### src/include/e1fg_pkg.sv
// e1fg_pkg: constants and carrier types for the e1 transmit framer event
// and national-bit block; shared by the event/register core and the inserter.
package e1fg_pkg;

  // ----------------------------------------
  // register map (documented byte offsets)
  // ----------------------------------------
  localparam logic [7:0] ADDR_EVENT_ENABLE = 8'h44;
  localparam logic [7:0] ADDR_EVENT_STATUS = 8'h45;
  localparam logic [7:0] ADDR_NATBIT_SEL = 8'h46;
  localparam logic [7:0] ADDR_NATBIT_CW = 8'h47;

  // ----------------------------------------
  // field layout and reset values
  // ----------------------------------------
  localparam int EVT_LSB = 1;
  localparam int EVT_MSB = 4;
  localparam int SEL_LSB = 5;
  localparam int SEL_MSB = 7;
  localparam int CW_VAL_LSB = 0;
  localparam int CW_VAL_MSB = 3;
  localparam int CW_EN_LSB = 4;
  localparam int CW_EN_MSB = 7;
  localparam logic [3:0] EVT_ENABLE_RST = 4'h0;
  localparam logic [3:0] EVT_STATUS_RST = 4'h0;
  localparam logic [2:0] NATBIT_SEL_RST = 3'h0;
  localparam logic [3:0] CW_EN_RST = 4'h0;
  localparam logic [3:0] CW_VAL_RST = 4'hf;
  localparam logic [7:0] RDATA_RST = 8'h00;

  // event flag index inside the 4-bit field (register bit = index + 1)
  localparam int FLAG_SMF = 0;
  localparam int FLAG_MF = 1;
  localparam int FLAG_FAS = 2;
  localparam int FLAG_SIG = 3;

  // ----------------------------------------
  // frame structure
  // ----------------------------------------
  localparam logic [7:0] BIT_LAST = 8'hff;
  localparam logic [3:0] FRAME_FIRST = 4'h0;
  localparam logic [2:0] SMF_FIRST = 3'h0;
  localparam logic [2:0] SMF_LAST = 3'h7;
  localparam logic [2:0] SEL_SA4 = 3'h3;
  localparam logic [1:0] CW_TOP = 2'h3;

  // ----------------------------------------
  // carriers
  // ----------------------------------------
  typedef struct packed {
    logic framing_passthrough;
    logic intl_bit_replace_off;
    logic crc_multiframe_gen_on;
    logic sig_multiframe_gen_on;
  } e1fg_ctrl_t;

  typedef struct packed {
    logic [3:0] frame;
    logic [7:0] bit_pos;
  } e1fg_pos_t;

  typedef struct packed {
    logic [2:0] natbit_position_sel;
    logic [3:0] natbit_bit_enable;
    logic [3:0] natbit_codeword;
  } e1fg_natcfg_t;

  // ----------------------------------------
  // decoders
  // ----------------------------------------
  function automatic logic natbit_sel_valid(input logic [2:0] sel);
    return sel >= SEL_SA4;
  endfunction

  // ts0 bit index (0 = first bit) of the selected sa position
  function automatic logic [7:0] natbit_bit_index(input logic [2:0] sel);
    return {5'h00, sel};
  endfunction

  // register bit of codeword element k (element 0 sits in the top bit)
  function automatic logic [1:0] cw_slot(input logic [1:0] k);
    return CW_TOP - k;
  endfunction

endpackage

### src/core/e1fg_events.sv
// e1fg_events: event flags, interrupt and national-bit registers of one
// e1 transmit frame generator channel.
// assumes a synchronous byte register port and one bit strobe per line bit.
//
// Overview of operation
// RQ1: the interrupt pin shows only latched flags whose enable in bits 4 to 1 is set.
// RQ2: reading the status register clears all four event flags.
// RQ3: the signaling multiframe flag sets at the end of frame 0 of an aligned signaling multiframe.
// RQ4: the frame-alignment flag sets at each boundary of a fas frame while framing is generated; the code sets it only at the end of each even frame.
// RQ5: the crc multiframe flag sets at the end of frame 0 of each crc-4 multiframe.
// RQ6: the sub-multiframe flag sets at the end of frame 0 of each crc-4 sub multiframe.
// RQ7: the position select maps 011 to 111 onto sa4 to sa8, lower codes are reserved.
// RQ8: each codeword bit replaces its sa bit only when its own enable is set and framing is active.
// RQ9: the four codeword bits go into the selected sa position across one sub multiframe.
// RQ10: a codeword written in the first sub multiframe goes out in the second.
// RQ11: a codeword written in the second sub multiframe goes out in the next first one.
// RQ12: with passthrough set, data passes unchanged and no bit is substituted.
// RQ13: with international-bit replacement off, the stream bits are kept.
// RQ14: crc multiframe timing is active only while its enable control is set.
// RQ15: the active-low interrupt holds while an enabled flag is set and releases after the read.
`timescale 1ns/10ps
`default_nettype none

module e1fg_events (
  // clock and reset
  input wire logic CLOCK,
  input wire logic RST_N,
  // register port
  input wire logic [7:0] REG_ADDR,
  input wire logic [7:0] REG_WDATA,
  input wire logic REG_WR,
  input wire logic REG_RD,
  output logic [7:0] REG_RDATA,
  // framing controls
  input wire e1fg_pkg::e1fg_ctrl_t FRAME_CTRL,
  // transmit stream
  input wire logic BIT_STROBE,
  input wire logic TX_DATA_IN,
  output logic TX_DATA_OUT,
  // interrupt
  output logic INT_N
);
  import e1fg_pkg::*;

  e1fg_pos_t pos;
  logic [3:0] irq_en;
  logic [3:0] flags;
  logic [2:0] sa_sel;
  logic [3:0] cw_en;
  logic [3:0] cw_val;
  logic [3:0] set_vec;
  logic [3:0] next_flags;
  logic [7:0] next_rdata;
  logic frame_end;
  logic crc_active;
  logic status_read;
  e1fg_natcfg_t natcfg;

  // ----------------------------------------
  // frame position
  // ----------------------------------------
  // free-running from reset; the generator's bit 0 of frame 0 follows reset
  always_ff @(posedge CLOCK)
  begin
    if (!RST_N)
      pos <= '0;
    else if (BIT_STROBE)
    begin
      pos.bit_pos <= pos.bit_pos + 8'h01;
      if (pos.bit_pos == BIT_LAST)
        pos.frame <= pos.frame + 4'h1;
    end
  end

  assign frame_end = BIT_STROBE && pos.bit_pos == BIT_LAST;
  // crc generation is ignored under passthrough or intl-bit replacement off
  assign crc_active = FRAME_CTRL.crc_multiframe_gen_on && !FRAME_CTRL.framing_passthrough
    && !FRAME_CTRL.intl_bit_replace_off; // RQ14

  // ----------------------------------------
  // event detection
  // ----------------------------------------
  always_comb
  begin
    set_vec = 4'h0;
    set_vec[FLAG_FAS] = frame_end && !FRAME_CTRL.framing_passthrough
      && !pos.frame[0]; // RQ4
    set_vec[FLAG_MF] = frame_end && crc_active && pos.frame == FRAME_FIRST; // RQ5
    set_vec[FLAG_SMF] = frame_end && crc_active && pos.frame[2:0] == SMF_FIRST; // RQ6
    set_vec[FLAG_SIG] = frame_end && crc_active && FRAME_CTRL.sig_multiframe_gen_on
      && pos.frame == FRAME_FIRST; // RQ3
  end

  assign status_read = REG_RD && REG_ADDR == ADDR_EVENT_STATUS;

  // ----------------------------------------
  // status flags
  // ----------------------------------------
  // a new event in the reading cycle survives the clear
  always_comb
  begin
    next_flags = status_read ? EVT_STATUS_RST : flags; // RQ2
    next_flags = next_flags | set_vec;
  end

  always_ff @(posedge CLOCK)
  begin
    if (!RST_N)
      flags <= EVT_STATUS_RST;
    else
      flags <= next_flags;
  end

  // ----------------------------------------
  // writable registers
  // ----------------------------------------
  always_ff @(posedge CLOCK)
  begin
    if (!RST_N)
      irq_en <= EVT_ENABLE_RST;
    else if (REG_WR && REG_ADDR == ADDR_EVENT_ENABLE)
      irq_en <= REG_WDATA[EVT_MSB:EVT_LSB];
  end

  always_ff @(posedge CLOCK)
  begin
    if (!RST_N)
      sa_sel <= NATBIT_SEL_RST;
    else if (REG_WR && REG_ADDR == ADDR_NATBIT_SEL)
      sa_sel <= REG_WDATA[SEL_MSB:SEL_LSB];
  end

  always_ff @(posedge CLOCK)
  begin
    if (!RST_N)
    begin
      cw_en <= CW_EN_RST;
      cw_val <= CW_VAL_RST;
    end
    else if (REG_WR && REG_ADDR == ADDR_NATBIT_CW)
    begin
      cw_en <= REG_WDATA[CW_EN_MSB:CW_EN_LSB];
      cw_val <= REG_WDATA[CW_VAL_MSB:CW_VAL_LSB];
    end
  end

  // ----------------------------------------
  // read data
  // ----------------------------------------
  // reserved bits and unmapped offsets read as zero
  always_comb
  begin
    next_rdata = RDATA_RST;
    unique case (REG_ADDR)
      ADDR_EVENT_ENABLE: next_rdata[EVT_MSB:EVT_LSB] = irq_en;
      ADDR_EVENT_STATUS: next_rdata[EVT_MSB:EVT_LSB] = flags;
      ADDR_NATBIT_SEL: next_rdata[SEL_MSB:SEL_LSB] = sa_sel;
      ADDR_NATBIT_CW: next_rdata = {cw_en, cw_val};
      default: next_rdata = RDATA_RST;
    endcase
  end

  always_ff @(posedge CLOCK)
  begin
    if (!RST_N)
      REG_RDATA <= RDATA_RST;
    else if (REG_RD)
      REG_RDATA <= next_rdata;
  end

  // ----------------------------------------
  // interrupt
  // ----------------------------------------
  // follows the flags one cycle later so the pin stays a flop output
  always_ff @(posedge CLOCK)
  begin
    if (!RST_N)
      INT_N <= 1'b1;
    else
      INT_N <= ~|(flags & irq_en); // RQ1 RQ15
  end

  // ----------------------------------------
  // national bit insertion
  // ----------------------------------------
  assign natcfg = '{natbit_position_sel: sa_sel, natbit_bit_enable: cw_en,
    natbit_codeword: cw_val};

  e1fg_natbit u_natbit (
    .clk(CLOCK),
    .rst_n(RST_N),
    .bit_strobe(BIT_STROBE),
    .din(TX_DATA_IN),
    .pos(pos),
    .ctrl(FRAME_CTRL),
    .cfg(natcfg),
    .dout(TX_DATA_OUT)
  );
endmodule

`default_nettype wire

### src/core/e1fg_natbit.sv
// e1fg_natbit: national-bit codeword inserter on the serial transmit stream.
// assumes frame position and bit strobe come from the event core counters.
`timescale 1ns/10ps
`default_nettype none

module e1fg_natbit (
  // clock and reset
  input wire logic clk,
  input wire logic rst_n,
  // stream and timing
  input wire logic bit_strobe,
  input wire logic din,
  input wire e1fg_pkg::e1fg_pos_t pos,
  // configuration
  input wire e1fg_pkg::e1fg_ctrl_t ctrl,
  input wire e1fg_pkg::e1fg_natcfg_t cfg,
  // output
  output logic dout
);
  import e1fg_pkg::*;

  logic [3:0] act_en;
  logic [3:0] act_val;
  logic smf_end;
  logic next_dout;
  logic [1:0] slot;
  logic sub_ok;
  logic hit;

  assign smf_end = bit_strobe && pos.bit_pos == BIT_LAST && pos.frame[2:0] == SMF_LAST;
  assign slot = cw_slot(pos.frame[2:1]);
  assign sub_ok = !ctrl.framing_passthrough && !ctrl.intl_bit_replace_off; // RQ12 RQ13
  assign hit = sub_ok && natbit_sel_valid(cfg.natbit_position_sel) && pos.frame[0]
    && pos.bit_pos == natbit_bit_index(cfg.natbit_position_sel); // RQ7

  // --------------------------------
  // codeword staging
  // --------------------------------
  // loading only at sub-multiframe edges keeps a word from being split
  always_ff @(posedge clk)
  begin
    if (!rst_n)
    begin
      act_en <= CW_EN_RST;
      act_val <= CW_VAL_RST;
    end
    else if (smf_end)
    begin
      act_en <= cfg.natbit_bit_enable; // RQ10 RQ11
      act_val <= cfg.natbit_codeword;
    end
  end

  // --------------------------------
  // substitution
  // --------------------------------
  always_comb
  begin
    next_dout = din;
    if (hit && act_en[slot])
      next_dout = act_val[slot]; // RQ8 RQ9
  end

  always_ff @(posedge clk)
  begin
    if (!rst_n)
      dout <= 1'b0;
    else if (bit_strobe)
      dout <= next_dout;
  end
endmodule

`default_nettype wire

### config.mk
export PLATFORM = sky130hd
export DESIGN_NAME = e1fg_events
export DESIGN_NICKNAME = d
export VERILOG_FILES = /design/src/include/e1fg_pkg.sv /design/src/core/e1fg_events.sv /design/src/core/e1fg_natbit.sv
export SDC_FILE = /design/constraint.sdc
export NUM_CORES = 1
export LEC_CHECK = 0
export ABC_AREA = 1
export ABC_CLOCK_PERIOD_IN_PS = 3500
export BUFFER_PORTS_ARGS = -buffer_cell sky130_fd_sc_hd__clkbuf_2
export CORE_MARGIN = 8
export CORE_UTILIZATION = 60
export DETAILED_ROUTE_END_ITERATION = 10
export PLACE_DENSITY_LB_ADDON = 0.3
export SLEW_MARGIN = 20
export SYNTH_ARGS = -nofsm -noshare
export SYNTH_HDL_FRONTEND = slang
export SYNTH_HIERARCHICAL = 1
export SYNTH_SLANG_ARGS = --single-unit
export TNS_END_PERCENT = 30
### constraint.sdc
create_clock -name CLOCK -period 3.5 [get_ports CLOCK]
set_input_delay 1.05 -clock CLOCK [delete_from_list [all_inputs] [get_ports CLOCK]]
set_output_delay 1.05 -clock CLOCK [all_outputs]
set_load 0.005 [all_outputs]
==> reports/qor.txt, run 1 <==
hold depth = 2
DRT antenna net count = 0
initial antenna violation count = 0
Slew Limit Fails = 0
Power Density = 364 nW/um^2
initial core utilization = 60.7%
Max Cap Violations = 0
Post-CTS Resized = 0
GR Util All Layers = 16.8%
Post-Syn Nets = 377
first-pass detailed-route iteration total = 4
H-Tree Depth = 2
RSZ-0062 raised after global routing = false
fin crit period = 2.01 ns
Final Hold Vio Count = 0
outcome = complete, no violations
core box area = 3910 sq um
Die ar. = 6230 sq um
Residual DRC = 0
CP max-delay cell = nor3_2
CP Cell Sequence = clkbuf_2, nand4_1, nor3_2, inv_1, nor2_1, nor2_1
Final #Nets = 412
CTS Buf Count = 5
number of synthesized register bits = 49
Worst-path clk slew = 0.09 ns
Yosys cell types = 24
critical path's top delay family = simple AND/OR/NAND/NOR gates
Clock Latency Late Sink = 0.30 ns
Post-synth EDFFs = 0
vias in the first global route = 2025
leakage = 1.21 nW
routed wire length = 5000 um
syn avg cell area = 6.83 sq um
Avg WL per Cell = 11.5 um
Cell Rows = 23
CP arrival = 2.22 ns
commonest cells after routing, fill and taps aside = 78 x nand2_1, 55 x inv_1, 49 x dfxtp_1, 35 x nand3_1, 35 x clkbuf_2
Tcrit/Tclk final = 57.5%
first-pass GRT wire length = 8600 um
Crit path depth = 6
Synth Warn # = 6
Hold WS = 0.467 ns
PortBufs = 35
slowest cell delay on critical path = 0.52 ns
routability congestion estimate = 0.783
Seq/Total Area, Yosys = 41.3%
Critical Path Most Common Cell = nor2_1
share of cells above drive strength 1 = 15.1%
clk sinks = 49
Startpoint Class = input pin
grt ovf = 0
hold_buf cts = 0
clock skew = 0.00704 ns
antenna diode instance count = 0
Area Overhead vs Synth = 11.5%
final setup vio count = 0
TritonCTS clock tree = done
synthesized area = 2380 sq um
vias per cell = 5.06
post-synthesis async set-or-reset flop share = 0%
Buf/Inv on CP = 2
Hold WC Path Type = flop to flop
Setup CP Type = input pin to flop
Critical Path Fanout Max = 13
largest net degree at the start of global routing = 24
Post-Syn Instances = 348
Bufs on Longest Clock Path = 2
die height = 78.9 um
Setup crit end kind = flop
commonest non-fill, non-tap cell in the layout = nand2_1
Post-CTS Setup Bufs = 0
via count = 2197
Iter 0 DRT Violations = 111
number of I/O pins = 36
VDD IR max = 259 uV
Slew headroom = 55.5%
Reg2Reg Depth = 5
Crit path required time = 3.71 ns
width of the chip = 78.9 um
post-route setup TNS = 0 ns
ys flop type = dfxtp_1
Fmax = 0.497 GHz
post-DP HPWL = 3890 um
clk root buf = clkbuf_8
actual slew at the worst max-slew pin = 0.663 ns
[state kept, by name (all words and copies together) (netlist names)]
signal / cells
cw_en: 4
u_natbit/act_en: 4
cw_val: 4
REG_RDATA: 8
pos: 12
u_natbit/dout: 1
sa_sel: 3
u_natbit/act_val: 4
irq_en: 4
flags: 4
INT_N: 1
[metrics by stage]
stage	util (%)	area (sq um)	setup slack, ns	instances	power [mW]
5_1_grt	67.7	2650	1.34	434	1.01
3_3_place_gp	65.5	2560	1.21	426	0.644
6_report	67.7	2650	1.49	434	0.965
2_1_floorplan	-	2380	1.61	348	0.617
3_5_place_dp	65.5	2560	1.15	426	0.646
4_1_cts	67.7	2650	1.48	434	0.971
[metal layers]
| metal | vias up | routed length (um) | global-route usage, % | part of all wire, % |
|---|---|---|---|---|
| li1 | 1177 | - | - | - |
| met1 | 968 | 2250 | 19.4 | 45 |
| met2 | 46 | 2380 | 28.0 | 48 |
| met3 | 6 | 298 | 5.19 | 6.0 |
| met4 | 0 | 69 | 7.59 | 1.4 |
| met5 | - | 0 | 0 | 0 |
[synth_stat cells, types with 3 or more instances]
| cell type | n | area (sq um) |
|---|---|---|
| nand2_2 | 4 | 25.0 |
| nand3_1 | 35 | 175 |
| a21oi_1 | 33 | 165 |
| buf_6 | 3 | 33.8 |
| nand2_1 | 78 | 293 |
| nor2_1 | 34 | 128 |
| nand4_1 | 4 | 25.0 |
| ha_1 | 3 | 37.5 |
| dfxtp_1 | 49 | 981 |
| o21ai_1 | 4 | 20.0 |
| inv_1 | 55 | 206 |
| o21ai_0 | 28 | 140 |
| nor2_4 | 4 | 45.0 |
[worst reg2reg max path, stage by stage, from the launching register on]
cell,delay [ns]
dfxtp_1,0.52
nand4_1,0.18
nor3_2,0.60
inv_1,0.19
nor2_1,0.13
nor2_1,0.05
[path summary, 6_finish.rpt]
kind               from                 end  slack (ns)
max          BIT_STROBE  u_natbit/act_en[3]        1.49
min           irq_en[2]           irq_en[2]        0.47
max reg2reg      pos[9]  u_natbit/act_en[3]        1.74
min reg2reg   irq_en[2]           irq_en[2]        0.47
[report_power, final]
group | switching (mW) | internal (mW) | leakage, nW | total [mW]
clock | 0.195 | 0.138 | 0.0439 | 0.333
combinational | 0.0394 | 0.0253 | 0.766 | 0.0647
sequential | 0.00528 | 0.563 | 0.396 | 0.568
total | 0.239 | 0.726 | 1.21 | 0.965
[logic make-up after synthesis]
group / after synthesis / synth area share, %
and+or+nand+nor: 165 / 31.4
AOI/OAI and AO/OA: 67 / 14.4
buffers and inverters: 64 / 11.3
DFF: 49 / 41.3
adders and majority gates: 3 / 1.58
[layout make-up]
class                      instances  area [sq um]
multi-input combinational        235          1130
fill                             354          1260
inverter                          56           210
sequential                        49           981
clock buffer                       5          68.8
tap                               50          62.6
clock inverter                     3          17.5
timing repair buffer              36           183
Power figures use the tool's default switching activity.
==> inputs of run 2 (changes only) <==
- ABC_CLOCK_PERIOD_IN_PS: 3500 -> 2050
- CORE_UTILIZATION: 60 -> 56
- clock period: 3.5 -> 2.05 ns (I/O delays scaled with it)
==> reports/qor.txt, run 2 (synthesis results as in run 1) <==
outcome = complete, no violations
share of cells above drive strength 1 = 15.1%
final setup vio count = 0
hold depth = 2
via count = 2197
actual slew at the worst max-slew pin = 0.442 ns
initial core utilization = 59.0%
fin crit period = 1.57 ns
Slew headroom = 70.5%
Reg2Reg Depth = 5
grt ovf = 0
Cell Rows = 23
hold_buf cts = 0
initial antenna violation count = 0
width of the chip = 81.1 um
Final #Nets = 413
R2R setup slack = 0.65 ns
routability congestion estimate = 0.825
Bufs on Longest Clock Path = 2
Area Overhead vs Synth = 13.1%
commonest cells after routing, fill and taps aside = 78 x nand2_1, 55 x inv_1, 49 x dfxtp_1, 35 x nand3_1, 35 x clkbuf_2
DRT antenna net count = 0
die height = 81.1 um
first-pass detailed-route iteration total = 4
H-Tree Depth = 2
CTS Buf Count = 5
commonest non-fill, non-tap cell in the layout = nand2_1
Crit path required time = 2.28 ns
Hold WC Path Type = flop to flop
largest net degree at the start of global routing = 21
vias in the first global route = 2043
leakage = 1.23 nW
area of the multi-input gates = 1130 sq um
antenna diode instance count = 0
Post-CTS Resized = 0
RSZ-0062 raised after global routing = false
Top Registers = pos: 12 flops, REG_RDATA: 8 flops
vias per cell = 5.05
Slew Limit Fails = 0
Residual DRC = 0
Top reg by flops = pos
# fillers = 381
Setup CP Type = input pin to flop
TritonCTS clock tree = done
Fmax = 0.638 GHz
number of flip-flops under the largest register name = 12
Hold WS = 0.467 ns
Die ar. = 6580 sq um
Tcrit/Tclk final = 76.4%
post-route setup TNS = 0 ns
clock skew = 0.00769 ns
VDD IR max = 362 uV
Setup crit end kind = flop
clk root buf = clkbuf_8
clk sinks = 49
Final Hold Vio Count = 0
Power Density = 667 nW/um^2
Clock Latency Late Sink = 0.30 ns
first-pass GRT wire length = 8780 um
sequential cell area = 981 sq um
Avg WL per Cell = 11.6 um
Iter 0 DRT Violations = 114
Worst-path clk slew = 0.09 ns
Post-CTS Setup Bufs = 0
post-DP HPWL = 3800 um
PortBufs = 35
Max Cap Violations = 0
routed wire length = 5050 um
CP arrival = 1.80 ns
Critical Path Fanout Max = 19
GR Util All Layers = 16.6%
core box area = 4030 sq um
number of I/O pins = 36
Startpoint Class = input pin
==> run 2: cell types whose count changed in the layout (fill, tap and decap cells not counted) <==
cell | previous run | this run
clkinvlp_4 | 1 | 0
buf_4 | 1 | 2
clkbuf_8 | 5 | 6
bufinv_16 | 0 | 1
clkinv_2 | 2 | 0
clkbuf_1 | 0 | 1
==> run 2: worst max-delay path: stages <==
cell      delay, ns
clkbuf_2       0.08
inv_1          0.04
nand2_1        0.08
nor2_4         0.31
nand3_2        0.28
inv_1          0.21
nand2_1        0.07
a21oi_1        0.11
==> run 2: worst paths after layout <==
path                                      endpoint    startpoint
worst min register to register        REG_RDATA[3]  REG_RDATA[3]
worst max register to register  u_natbit/act_en[0]        pos[9]
worst max-delay path                      cw_en[0]   REG_ADDR[4]
worst min-delay path                  REG_RDATA[3]  REG_RDATA[3]
==> run 2: where the power goes <==
| part | switching [mW] | total [mW] | internal [mW] |
|---|---|---|---|
| Sequential | 0.00848 | 0.969 | 0.960 |
| Combinational | 0.0676 | 0.111 | 0.0429 |
| Clock | 0.314 | 0.712 | 0.398 |
==> run 2: layout make-up <==
class	instances	share of cell area [%]
multi-input combinational	235	41.9
sequential	49	36.5
inverter	56	7.82
timing repair buffer	37	7.08
clock buffer	7	3.21
tap	50	2.33
clock inverter	1	1.12
==> run 2: layer usage <==
layer | global-route usage (%) | part of all wire (%) | vias up
li1 | - | - | 1177
met1 | 20.2 | 46 | 973
met2 | 27.9 | 47 | 39
met3 | 3.97 | 5.8 | 8
met4 | 5.71 | 1.4 | 0
met5 | 0 | 0 | -
==> run 2: per-stage QoR <==
stage	power [mW]	setup WS, ns	instance area (sq um)	utilization, %	cells
5_1_grt	1.87	0.318	2690	66.7	435
3_3_place_gp	1.10	0.239	2570	63.8	427
6_report	1.79	0.484	2690	66.7	435
3_5_place_dp	1.10	0.193	2570	63.8	427
4_1_cts	1.81	0.499	2690	66.7	435
2_1_floorplan	1.05	0.596	2380	-	348
